[config.mk]
export PLATFORM = sky130hd
export DESIGN_NAME = fbg_uart_tx
export DESIGN_NICKNAME = d
export VERILOG_FILES = /design/src/fbg_pkg.sv /design/src/fbg_fifo.sv /design/src/fbg_rate_gen.sv /design/src/fbg_uart_tx.sv
export SDC_FILE = /design/constraint.sdc
export NUM_CORES = 1
export LEC_CHECK = 0
export BUFFER_PORTS_ARGS = -buffer_cell sky130_fd_sc_hd__buf_2
export CORE_MARGIN = 3
export CORE_UTILIZATION = 35
export DETAILED_ROUTE_END_ITERATION = 10
export GPL_ROUTABILITY_DRIVEN = 0
export SYNTH_ARGS = -nofsm -noshare
export SYNTH_HDL_FRONTEND = slang
export SYNTH_SLANG_ARGS = --single-unit
[constraint.sdc]
create_clock -name clk -period 5.83 [get_ports clk]
set_clock_uncertainty 0.05 [all_clocks]
set_input_delay 0.2915 -clock clk [delete_from_list [all_inputs] [get_ports clk]]
set_output_delay 0.2915 -clock clk [all_outputs]
set_load 0.1 [all_outputs]
[src/fbg_pkg.sv]
// Constants, types and field layout for the fractional baud generator
// Overview of operation
// - Prescaler divides input clock by one or four
// - Divisor spans one to 65535.9375 in sixteenths
// - Sampling tick times transmit shifting and receive sampling
// - Reset divisor: low one, high zero, fraction zero
// - Integer from two bytes, fraction low nibble
// - Rate select: one gives 16X, zero 8X
// - 8X with odd fraction may jitter sixteenth
// - Eight bit shifter fed by 64 byte FIFO
// - Bit lasts 16 or 8 sampling ticks
// - Frame: start, data, optional parity, stop bits
// - Data leaves least significant bit first
// - Status bit 5 holding, bit 6 shifter
// - FIFO mode write stores byte, bumps pointer
// - Holding-empty flag set when FIFO empty
// - Shifter-empty flag set once frame fully sent and holding-empty set
package fbg_pkg;
  // Host register addresses on the 3-bit port
  localparam logic [2:0] ADDR_HOLD      = 3'h0;
  localparam logic [2:0] ADDR_DIV_LOW   = 3'h0;
  localparam logic [2:0] ADDR_DIV_HIGH  = 3'h1;
  localparam logic [2:0] ADDR_QCTL      = 3'h2;
  localparam logic [2:0] ADDR_LCTL      = 3'h3;
  localparam logic [2:0] ADDR_MISC      = 3'h4;
  localparam logic [2:0] ADDR_LSTATE    = 3'h5;
  localparam logic [2:0] ADDR_EXT_SEL   = 3'h6;
  localparam logic [2:0] ADDR_DIV_FRAC  = 3'h7;
  // Reset values
  localparam logic [7:0] DIV_LOW_RST    = 8'h01;
  localparam logic [7:0] DIV_HIGH_RST   = 8'h00;
  localparam logic [3:0] DIV_FRAC_RST   = 4'h0;
  localparam logic [7:0] LCTL_RST       = 8'h03;
  // Field positions
  localparam int MISC_PRESCALE_BIT  = 7;
  localparam int EXT_RATE16_BIT     = 7;
  localparam int QCTL_FIFO_EN_BIT   = 0;
  localparam int QCTL_TX_CLR_BIT    = 2;
  localparam int LCTL_STOP_BIT      = 2;
  localparam int LCTL_PAR_EN_BIT    = 3;
  localparam int LCTL_PAR_EVEN_BIT  = 4;
  localparam int LCTL_ACCESS_BIT    = 7;
  localparam int LST_HOLD_EMPTY_BIT = 5;
  localparam int LST_TX_EMPTY_BIT   = 6;
  // Timing
  localparam logic [1:0] PRESCALE_DIV4  = 2'h3;
  localparam logic [4:0] TICKS_16X      = 5'h10;
  localparam logic [4:0] TICKS_8X       = 5'h08;
  localparam int         TX_FIFO_DEPTH  = 64;

  typedef enum logic [4:0] {
    FBG_IDLE   = 5'b00001,
    FBG_START  = 5'b00010,
    FBG_DATA   = 5'b00100,
    FBG_PARITY = 5'b01000,
    FBG_STOP   = 5'b10000
  } fbg_tx_state_e;

  typedef struct packed {
    logic [1:0] word_len;
    logic       two_stop;
    logic       par_en;
    logic       par_even;
  } fbg_frame_s;
endpackage : fbg_pkg

[src/fbg_fifo.sv]
// Parameterised valid/ready FIFO for transmit bytes
module fbg_fifo #(
  parameter int WIDTH = 8,
  parameter int DEPTH = 64
) (
  // Clock and reset
  input  wire logic             clk,
  input  wire logic             sys_rst,
  input  wire logic             clr,
  // Fill side
  input  wire logic             in_valid,
  input  wire logic [WIDTH-1:0] in_data,
  output logic                  in_ready,
  // Drain side
  output logic                  out_valid,
  output logic [WIDTH-1:0]      out_data,
  input  wire logic             out_ready,
  // Status
  output logic                  empty
);
  localparam int AW = $clog2(DEPTH);
  logic [WIDTH-1:0] mem [DEPTH];
  logic [AW-1:0]    wr_r;
  logic [AW-1:0]    rd_r;
  logic [AW:0]      cnt_r;
  wire              push = in_valid & in_ready;
  wire              pop  = out_valid & out_ready;

  assign in_ready  = (cnt_r != (AW+1)'(DEPTH));
  assign out_valid = (cnt_r != '0);
  assign empty     = (cnt_r == '0);
  assign out_data  = mem[rd_r];

  always_ff @(posedge clk) begin
    if (push) begin
      mem[wr_r] <= in_data;
    end
  end

  always_ff @(posedge clk) begin
    if (sys_rst || clr) begin
      wr_r  <= '0;
      rd_r  <= '0;
      cnt_r <= '0;
    end else begin
      if (push) begin
        wr_r <= (wr_r == AW'(DEPTH-1)) ? '0 : wr_r + 1'b1;
      end
      if (pop) begin
        rd_r <= (rd_r == AW'(DEPTH-1)) ? '0 : rd_r + 1'b1;
      end
      cnt_r <= cnt_r + (AW+1)'(push) - (AW+1)'(pop);
    end
  end

  fifo_bound_a : assert property (@(posedge clk) disable iff (sys_rst)
    cnt_r <= (AW+1)'(DEPTH)) else $error("fifo count overflow");
endmodule : fbg_fifo

[src/fbg_rate_gen.sv]
// Prescaler and fractional divisor producing the sampling tick
module fbg_rate_gen (
  // Clock and reset
  input  wire logic        clk,
  input  wire logic        sys_rst,
  // Setup
  input  wire logic        prescale4,
  input  wire logic [15:0] div_int,
  input  wire logic [3:0]  div_frac,
  // Output
  output logic             tick
);
  logic [1:0]  pre_r;
  logic [15:0] cnt_r;
  logic [3:0]  acc_r;
  logic        stretch_r;
  logic        tick_r;
  wire         pre_tick = prescale4 ? (pre_r == fbg_pkg::PRESCALE_DIV4)
                                    : 1'b1;
  // A zero integer is treated as one to keep the tick alive
  wire  [15:0] div_eff  = (div_int == '0) ? 16'h0001 : div_int;
  wire  [15:0] last_cnt = stretch_r ? div_eff : div_eff - 16'h0001;
  wire         wrap     = pre_tick && (cnt_r >= last_cnt);
  wire  [4:0]  acc_sum  = {1'b0, acc_r} + {1'b0, div_frac};

  assign tick = tick_r;

  always_ff @(posedge clk) begin
    if (sys_rst) begin
      pre_r     <= '0;
      cnt_r     <= '0;
      acc_r     <= '0;
      stretch_r <= 1'b0;
      tick_r    <= 1'b0;
    end else begin
      pre_r  <= prescale4 ? pre_r + 2'h1 : 2'h0;
      tick_r <= wrap;
      if (wrap) begin
        cnt_r     <= '0;
        // In 8X an odd fraction leaves a one-sixteenth bit jitter
        acc_r     <= acc_sum[3:0];
        // Carry out of the accumulator adds one prescaled cycle
        stretch_r <= acc_sum[4];
      end else if (pre_tick) begin
        cnt_r <= cnt_r + 16'h0001;
      end
    end
  end
endmodule : fbg_rate_gen

[src/fbg_uart_tx.sv]
// Register port, rate generator and transmit front end
module fbg_uart_tx #(
  parameter int FIFO_DEPTH = fbg_pkg::TX_FIFO_DEPTH
) (
  // Clock and reset
  input  wire logic       clk,
  input  wire logic       sys_rst,
  // Host register port
  input  wire logic [2:0] addr,
  input  wire logic       wr_en,
  input  wire logic       rd_en,
  input  wire logic [7:0] wr_data,
  output logic      [7:0] rd_data,
  // Serial line and status
  output logic            tx_out,
  output logic            sample_tick
);
  // Registers
  logic [7:0] div_low_r;
  logic [7:0] div_high_r;
  logic [3:0] div_frac_r;
  logic [7:0] lctl_r;
  logic       prescale_r;
  logic       rate16_r;
  logic       fifo_en_r;
  logic       hold_full_r;
  logic [7:0] hold_r;
  logic [7:0] rd_data_r;
  logic       tx_r;
  logic       tick_out_r;
  // Transmitter
  fbg_pkg::fbg_tx_state_e state_r;
  fbg_pkg::fbg_tx_state_e state_nxt;
  logic [7:0] shift_r;
  logic [2:0] bit_cnt_r;
  logic [4:0] tick_cnt_r;
  logic       parity_r;
  logic       stop2_r;
  fbg_pkg::fbg_frame_s frame;

  wire tick;
  wire dlab        = lctl_r[fbg_pkg::LCTL_ACCESS_BIT];
  wire wr_hold     = wr_en && !dlab && addr == fbg_pkg::ADDR_HOLD;
  wire wr_div_low  = wr_en && dlab && addr == fbg_pkg::ADDR_DIV_LOW;
  wire wr_div_high = wr_en && dlab && addr == fbg_pkg::ADDR_DIV_HIGH;
  wire wr_div_frac = wr_en && addr == fbg_pkg::ADDR_DIV_FRAC;
  wire wr_qctl     = wr_en && addr == fbg_pkg::ADDR_QCTL;
  wire wr_lctl     = wr_en && addr == fbg_pkg::ADDR_LCTL;
  wire wr_misc     = wr_en && addr == fbg_pkg::ADDR_MISC;
  wire wr_ext      = wr_en && addr == fbg_pkg::ADDR_EXT_SEL;
  wire tx_clr      = wr_qctl && wr_data[fbg_pkg::QCTL_TX_CLR_BIT];

  // FIFO and single holding byte share one source into the shifter
  wire       fifo_in_ready;
  wire       fifo_valid;
  wire [7:0] fifo_data;
  wire       fifo_empty;
  wire       src_valid = fifo_en_r ? fifo_valid : hold_full_r;
  wire [7:0] src_data  = fifo_en_r ? fifo_data : hold_r;
  wire [4:0] bit_ticks = rate16_r ? fbg_pkg::TICKS_16X
                                  : fbg_pkg::TICKS_8X;
  wire       bit_end   = tick && (tick_cnt_r == bit_ticks - 5'h01);
  wire       load      = (state_r == fbg_pkg::FBG_IDLE) && src_valid;
  wire [2:0] last_bit  = {1'b1, frame.word_len};
  wire       hold_empty = fifo_en_r ? fifo_empty : !hold_full_r;
  wire       tx_empty   = hold_empty &&
                          (state_r == fbg_pkg::FBG_IDLE);
  wire [7:0] lstate = {1'b0, tx_empty, hold_empty, 5'h00};
  wire [7:0] rd_mux =
    (addr == fbg_pkg::ADDR_DIV_LOW  && dlab) ? div_low_r  :
    (addr == fbg_pkg::ADDR_DIV_HIGH && dlab) ? div_high_r :
    (addr == fbg_pkg::ADDR_DIV_FRAC) ? {4'h0, div_frac_r} :
    (addr == fbg_pkg::ADDR_LCTL)     ? lctl_r             :
    (addr == fbg_pkg::ADDR_MISC)     ? {prescale_r, 7'h00} :
    (addr == fbg_pkg::ADDR_LSTATE)   ? lstate             :
    (addr == fbg_pkg::ADDR_EXT_SEL)  ? {rate16_r, 7'h00}  : 8'h00;

  assign frame          = {lctl_r[1:0],
                           lctl_r[fbg_pkg::LCTL_STOP_BIT],
                           lctl_r[fbg_pkg::LCTL_PAR_EN_BIT],
                           lctl_r[fbg_pkg::LCTL_PAR_EVEN_BIT]};
  assign rd_data        = rd_data_r;
  assign tx_out         = tx_r;
  assign sample_tick    = tick_out_r;

  fbg_rate_gen u_rate (
    .clk       (clk),
    .sys_rst   (sys_rst),
    .prescale4 (prescale_r),
    .div_int   ({div_high_r, div_low_r}),
    .div_frac  (div_frac_r),
    .tick      (tick)
  );

  // Writes while full are dropped, as with a real overrun
  fbg_fifo #(
    .WIDTH (8),
    .DEPTH (FIFO_DEPTH)
  ) u_fifo (
    .clk       (clk),
    .sys_rst   (sys_rst),
    .clr       (tx_clr),
    .in_valid  (wr_hold && fifo_en_r),
    .in_data   (wr_data),
    .in_ready  (fifo_in_ready),
    .out_valid (fifo_valid),
    .out_data  (fifo_data),
    .out_ready (fifo_en_r && load),
    .empty     (fifo_empty)
  );

  // Register file
  always_ff @(posedge clk) begin
    if (sys_rst) begin
      div_low_r  <= fbg_pkg::DIV_LOW_RST;
      div_high_r <= fbg_pkg::DIV_HIGH_RST;
      div_frac_r <= fbg_pkg::DIV_FRAC_RST;
      lctl_r     <= fbg_pkg::LCTL_RST;
      prescale_r <= 1'b0;
      rate16_r   <= 1'b1;
      fifo_en_r  <= 1'b0;
    end else begin
      if (wr_div_low)  div_low_r  <= wr_data;
      if (wr_div_high) div_high_r <= wr_data;
      if (wr_div_frac) div_frac_r <= wr_data[3:0];
      if (wr_lctl)     lctl_r     <= wr_data;
      if (wr_misc) prescale_r <= wr_data[fbg_pkg::MISC_PRESCALE_BIT];
      if (wr_ext)  rate16_r   <= wr_data[fbg_pkg::EXT_RATE16_BIT];
      if (wr_qctl) fifo_en_r  <= wr_data[fbg_pkg::QCTL_FIFO_EN_BIT];
    end
  end

  // Non-FIFO holding byte; a new write beats the load of the old one
  always_ff @(posedge clk) begin
    if (sys_rst) begin
      hold_r      <= 8'h00;
      hold_full_r <= 1'b0;
      rd_data_r   <= 8'h00;
      tick_out_r  <= 1'b0;
    end else begin
      if (wr_hold && !fifo_en_r) begin
        hold_r      <= wr_data;
        hold_full_r <= 1'b1;
      end else if (load && !fifo_en_r) begin
        hold_full_r <= 1'b0;
      end
      if (rd_en) rd_data_r <= rd_mux;
      tick_out_r <= tick;
    end
  end

  // Frame sequencer
  always_comb begin
    state_nxt = state_r;
    case (state_r)
      fbg_pkg::FBG_IDLE:   if (load) state_nxt = fbg_pkg::FBG_START;
      fbg_pkg::FBG_START:  if (bit_end) state_nxt = fbg_pkg::FBG_DATA;
      fbg_pkg::FBG_DATA:
        if (bit_end && bit_cnt_r == last_bit) begin
          state_nxt = frame.par_en ? fbg_pkg::FBG_PARITY
                                   : fbg_pkg::FBG_STOP;
        end
      fbg_pkg::FBG_PARITY: if (bit_end) state_nxt = fbg_pkg::FBG_STOP;
      fbg_pkg::FBG_STOP:
        if (bit_end && !stop2_r) state_nxt = fbg_pkg::FBG_IDLE;
      default:             state_nxt = fbg_pkg::FBG_IDLE;
    endcase
  end

  // Shifter; start aligns to the next tick, so the first bit may be
  // short by under one tick period
  always_ff @(posedge clk) begin
    if (sys_rst) begin
      state_r    <= fbg_pkg::FBG_IDLE;
      shift_r    <= 8'h00;
      bit_cnt_r  <= 3'h0;
      tick_cnt_r <= 5'h00;
      parity_r   <= 1'b0;
      stop2_r    <= 1'b0;
      tx_r       <= 1'b1;
    end else begin
      state_r <= state_nxt;
      if (load) begin
        shift_r    <= src_data;
        tick_cnt_r <= 5'h00;
        bit_cnt_r  <= 3'h0;
        parity_r   <= !frame.par_even;
        stop2_r    <= frame.two_stop;
      end else if (tick) begin
        tick_cnt_r <= bit_end ? 5'h00 : tick_cnt_r + 5'h01;
      end
      if (bit_end && state_r == fbg_pkg::FBG_DATA) begin
        shift_r   <= {1'b0, shift_r[7:1]};
        parity_r  <= parity_r ^ shift_r[0];
        bit_cnt_r <= bit_cnt_r + 3'h1;
      end
      if (bit_end && state_r == fbg_pkg::FBG_STOP && stop2_r) begin
        stop2_r <= 1'b0;
      end
      case (state_nxt)
        fbg_pkg::FBG_START:  tx_r <= 1'b0;
        fbg_pkg::FBG_DATA:   tx_r <= (state_r == fbg_pkg::FBG_DATA &&
                                      !bit_end) ? tx_r :
                                      (state_r == fbg_pkg::FBG_DATA ?
                                       shift_r[1] : shift_r[0]);
        fbg_pkg::FBG_PARITY: tx_r <= parity_r ^ shift_r[0];
        default:             tx_r <= 1'b1;
      endcase
    end
  end

  start_low_a : assert property (@(posedge clk) disable iff (sys_rst)
    load |=> !tx_r) else $error("start bit not low");
  bit_len_a : assert property (@(posedge clk) disable iff (sys_rst)
    state_r != fbg_pkg::FBG_IDLE |-> tick_cnt_r < bit_ticks)
    else $error("bit length wrong");
  div_reset_a : assert property (@(posedge clk)
    $past(sys_rst) |-> div_low_r == 8'h01 && div_high_r == 8'h00 &&
    div_frac_r == 4'h0) else $error("divisor reset wrong");
  frac_zero_a : assert property (@(posedge clk) disable iff (sys_rst)
    rd_en && addr == fbg_pkg::ADDR_DIV_FRAC |=> rd_data_r[7:4] == 4'h0)
    else $error("fraction upper bits nonzero");
  hold_flag_a : assert property (@(posedge clk) disable iff (sys_rst)
    rd_en && fifo_en_r && addr == fbg_pkg::ADDR_LSTATE |=>
    rd_data_r[fbg_pkg::LST_HOLD_EMPTY_BIT] == $past(fifo_empty))
    else $error("holding empty flag wrong");
  txe_flag_a : assert property (@(posedge clk) disable iff (sys_rst)
    tx_empty |-> state_r == fbg_pkg::FBG_IDLE && tx_r)
    else $error("shifter empty while busy");
  fifo_write_a : assert property (@(posedge clk) disable iff (sys_rst)
    wr_hold && fifo_en_r && fifo_in_ready && !tx_clr |=> !fifo_empty)
    else $error("fifo write lost");
  idle_high_a : assert property (@(posedge clk) disable iff (sys_rst)
    state_r == fbg_pkg::FBG_IDLE && !$past(load) |-> tx_r)
    else $error("line not idle high");
endmodule : fbg_uart_tx

==> flow_summary.yaml <==
status:
  status: "complete, no violations"
setup_path:
  worst_ep_required_time_ps: 6200
  end_kind: "flip-flop"
  crit_arrival_ps: 5390
  path_max_fanout: 12
  critPathKind: "reg -> reg"
  start_kind: "flip-flop"
  reg2reg_slack_ps: 810
power:
  leakagePower_uw: 0.00926
  p_sw_frac: 0.212
  p_per_area_nw_per_um2: 326
  worst_ir_drop_vdd_mv: 0.223
  power.switching_uw: 2030
  p_int_uw: 7540
  pwr-share-seq: 0.516
  clkPwrFrac: 0.444
  p_comb_frac: 0.040
clock_tree:
  numClockSinks: 634
  cts.path.max_buffers: 3
  cts_tree: "built"
  ctsHoldBuffers: 0
  post_cts_buffers: 0
  clkTransAtPathRegs_ps: 60
  htreeDepth: 3
  cts_resized: 0
  cts-root-buf: "clkbuf_16"
  cts_buffers: 69
  clk_latency_ps: 600
detailed_routing:
  firstDrtPassIters: 7
  wl_per_cell_um: 21.8
  drc: 0
  drt_iter0_drc: 1257
  drt-total-wl_um: 58800
  vias: 14347
  ant_nets: 0
  post_drt_via_cell_ratio: 5.33
yosys:
  avgSynthCellArea_um2: 15.8
  ys_seq_elements: 634
  synthMostInstantiatedCell: "edfxtp_1"
  synth.area.top_cells: "edfxtp_1 (59%), mux4_2 (11%), dfxtp_1 (9.4%), nor2_1 (2.5%), mux2i_1 (2.2%)"
  syn_nets: 1694
  synth_warnings: 0
  yosysSeqAreaShare: 0.686
  synthFlopType: "edfxtp_1"
  yosys.area.top_type_share: 0.592
  netlist_area_um2: 26000
  yosys.cell_types.count: 60
  yosysTopAreaCell: "edfxtp_1"
  syn_inst: 1641
  yosys-top-cells-count: "edfxtp_1 (512), nor2_1 (174), mux4_2 (128), dfxtp_1 (122), nand2_1 (78)"
  synth_edf_count: 512
  ys_async_sr_fraction: 0
floorplan:
  ios: 25
  dieHeight_um: 278
  die_area_um2: 77500
  coreArea_um2: 73200
  die_x_um: 278
  initial_utilization: 0.355
  rows: 99
placed_design:
  place_hpwl_um: 36400
  post_dp_cell_area_um2: 27100
  port_buffers: 24
timing:
  setup_viol: 0
  hold_ws_ps: 95.5
  slew_violations: 0
  hold_violations: 0
  setup_tns_ps: 0
  rsz0062_at_grt: "no"
  worstMarginPinSlew_ps: 1290
  fmax_mhz: 199
  min_period_ps: 5020
  post-route-period-util: 0.861
  slew_headroom: 0.132
cells_and_area:
  fin_area_um2: 29300
  multiInputGateArea_um2: 7680
  drive_above_1_share: 0.167
  area_growth_pct: 13.0
  n_antenna_cell: 0
  register_area_um2: 17800
  nNetsFinal: 1733
  nFillCells: 6628
global_route:
  use_met1: 0.206
  grt_use_met3: 0.0243
  top_usage_layer: "met2"
  antenna_found_initial: 0
  grt_usage: 0.152
  use_met2: 0.250
  grt-ovfl-total: 0
  grt_pass1_vias: 14847
  grt_first_pass_wirelength_um: 90400
  grt_max_degree: 71
flow_run:
  maxCapViolCount: 0
worst_hold_path:
  holdCritPathClass: "in -> reg"
-- registers in the layout, indices dropped and copies added, names as in the netlist, 2 cells and up, named ones only --
register and count:
div_low_r 8, hold_r 8, u_fifo.mem 512, u_rate.pre_r 2
u_fifo.cnt_r 7, div_frac_r 4, div_high_r 8, u_rate.cnt_r 16
bit_cnt_r 3, u_rate.acc_r 4, tick_cnt_r 5, shift_r 8
u_fifo.rd_r 6, lctl_r 8, state_r 5, rd_data 8
u_fifo.wr_r 6
-- power groups by stage --
stage | Sequential (µW) | Combinational [µW] | Clock [µW]
6_report | 4940 | 382 | 4250
5_1_grt | 4940 | 428 | 4510
4_1_cts | 4940 | 387 | 4340
3_3_place_gp | 5030 | 374 | 0
2_1_floorplan | 5050 | 231 | 0
3_5_place_dp | 5040 | 385 | 0
-- cell type report --
cell class	instances	area share
Sequential cell	634	0.608
Clock buffer	97	0.0652
Timing Repair Buffer	46	0.0102
Inverter	32	0.00410
Tap cell	959	0.0409
Clock inverter	29	0.0102
Multi-Input combinational cell	897	0.262
-- worst paths after layout --
kind,start,endpoint,cells past startpoint
worst min register to register,u_rate.pre_r[0],u_rate.pre_r[0],1
worst min-delay path,rd_en,rd_data[7],3
worst max-delay path,div_low_r[7],u_rate.cnt_r[12],18
worst max register to register,div_low_r[7],u_rate.cnt_r[12],18
-- cell families after synthesis --
logic type | count (synthesis) | synth area share
fa+ha+maj | 38 | 0.0189
mux | 189 | 0.135
buf+inv | 110 | 0.0178
xor+xnor | 44 | 0.0148
simple gates | 418 | 0.0755
flops | 634 | 0.686
compound gates | 208 | 0.0518
-- metal layers --
metal | vias up | share of wire
met4 | 0 | 0.034
met2 | 424 | 0.48
met1 | 7344 | 0.43
met5 | - | 0
li1 | 6483 | -
met3 | 96 | 0.056
-- cell usage in the layout, fill, tap and decap left out, drive strengths merged, types with 8 or more instances in the layout --
cell	n
nand4	8
nand3	45
a22oi	25
xnor2	25
nand2	79
or3	12
mux4	128
a21oi	69
dfxtp	122
ha	36
clkbuf	97
a221oi	8
and3	13
nor3	15
nor2b	18
a211oi	12
a21o	10
nor2	174
xor2	19
mux2i	57
clkinv	19
buf	46
a31oi	9
inv	35
o21ai	26
nor4	13
edfxtp	512
nand2b	11
o22ai	19
-- through the flow --
step,cells,setup slack (ps),utilization,power (µW)
floorplan,1641,1770,-,5280
detailed placement,2568,801,0.370,5420
finish,2694,811,0.401,9570
CTS,2694,777,0.401,9670
global placement,2568,1090,0.370,5410
global route,2694,432,0.401,9880
-- worst max-delay path: stages, from the launching register on --
cell and delay, ps:
dfxtp_1 360, or4_1 580, or3_4 370, nand3b_4 180
nor2_1 130, nor2_1 80, ha_1 180, nor2b_1 140
and2_1 190, nand2_1 170, nor2_1 90, xnor2_1 140
ha_1 310, a41o_1 170, a21oi_1 50, o21a_1 220
a21o_1 250, o21ai_0 1030, nor2_1 150
Power figures use the tool's default switching activity.
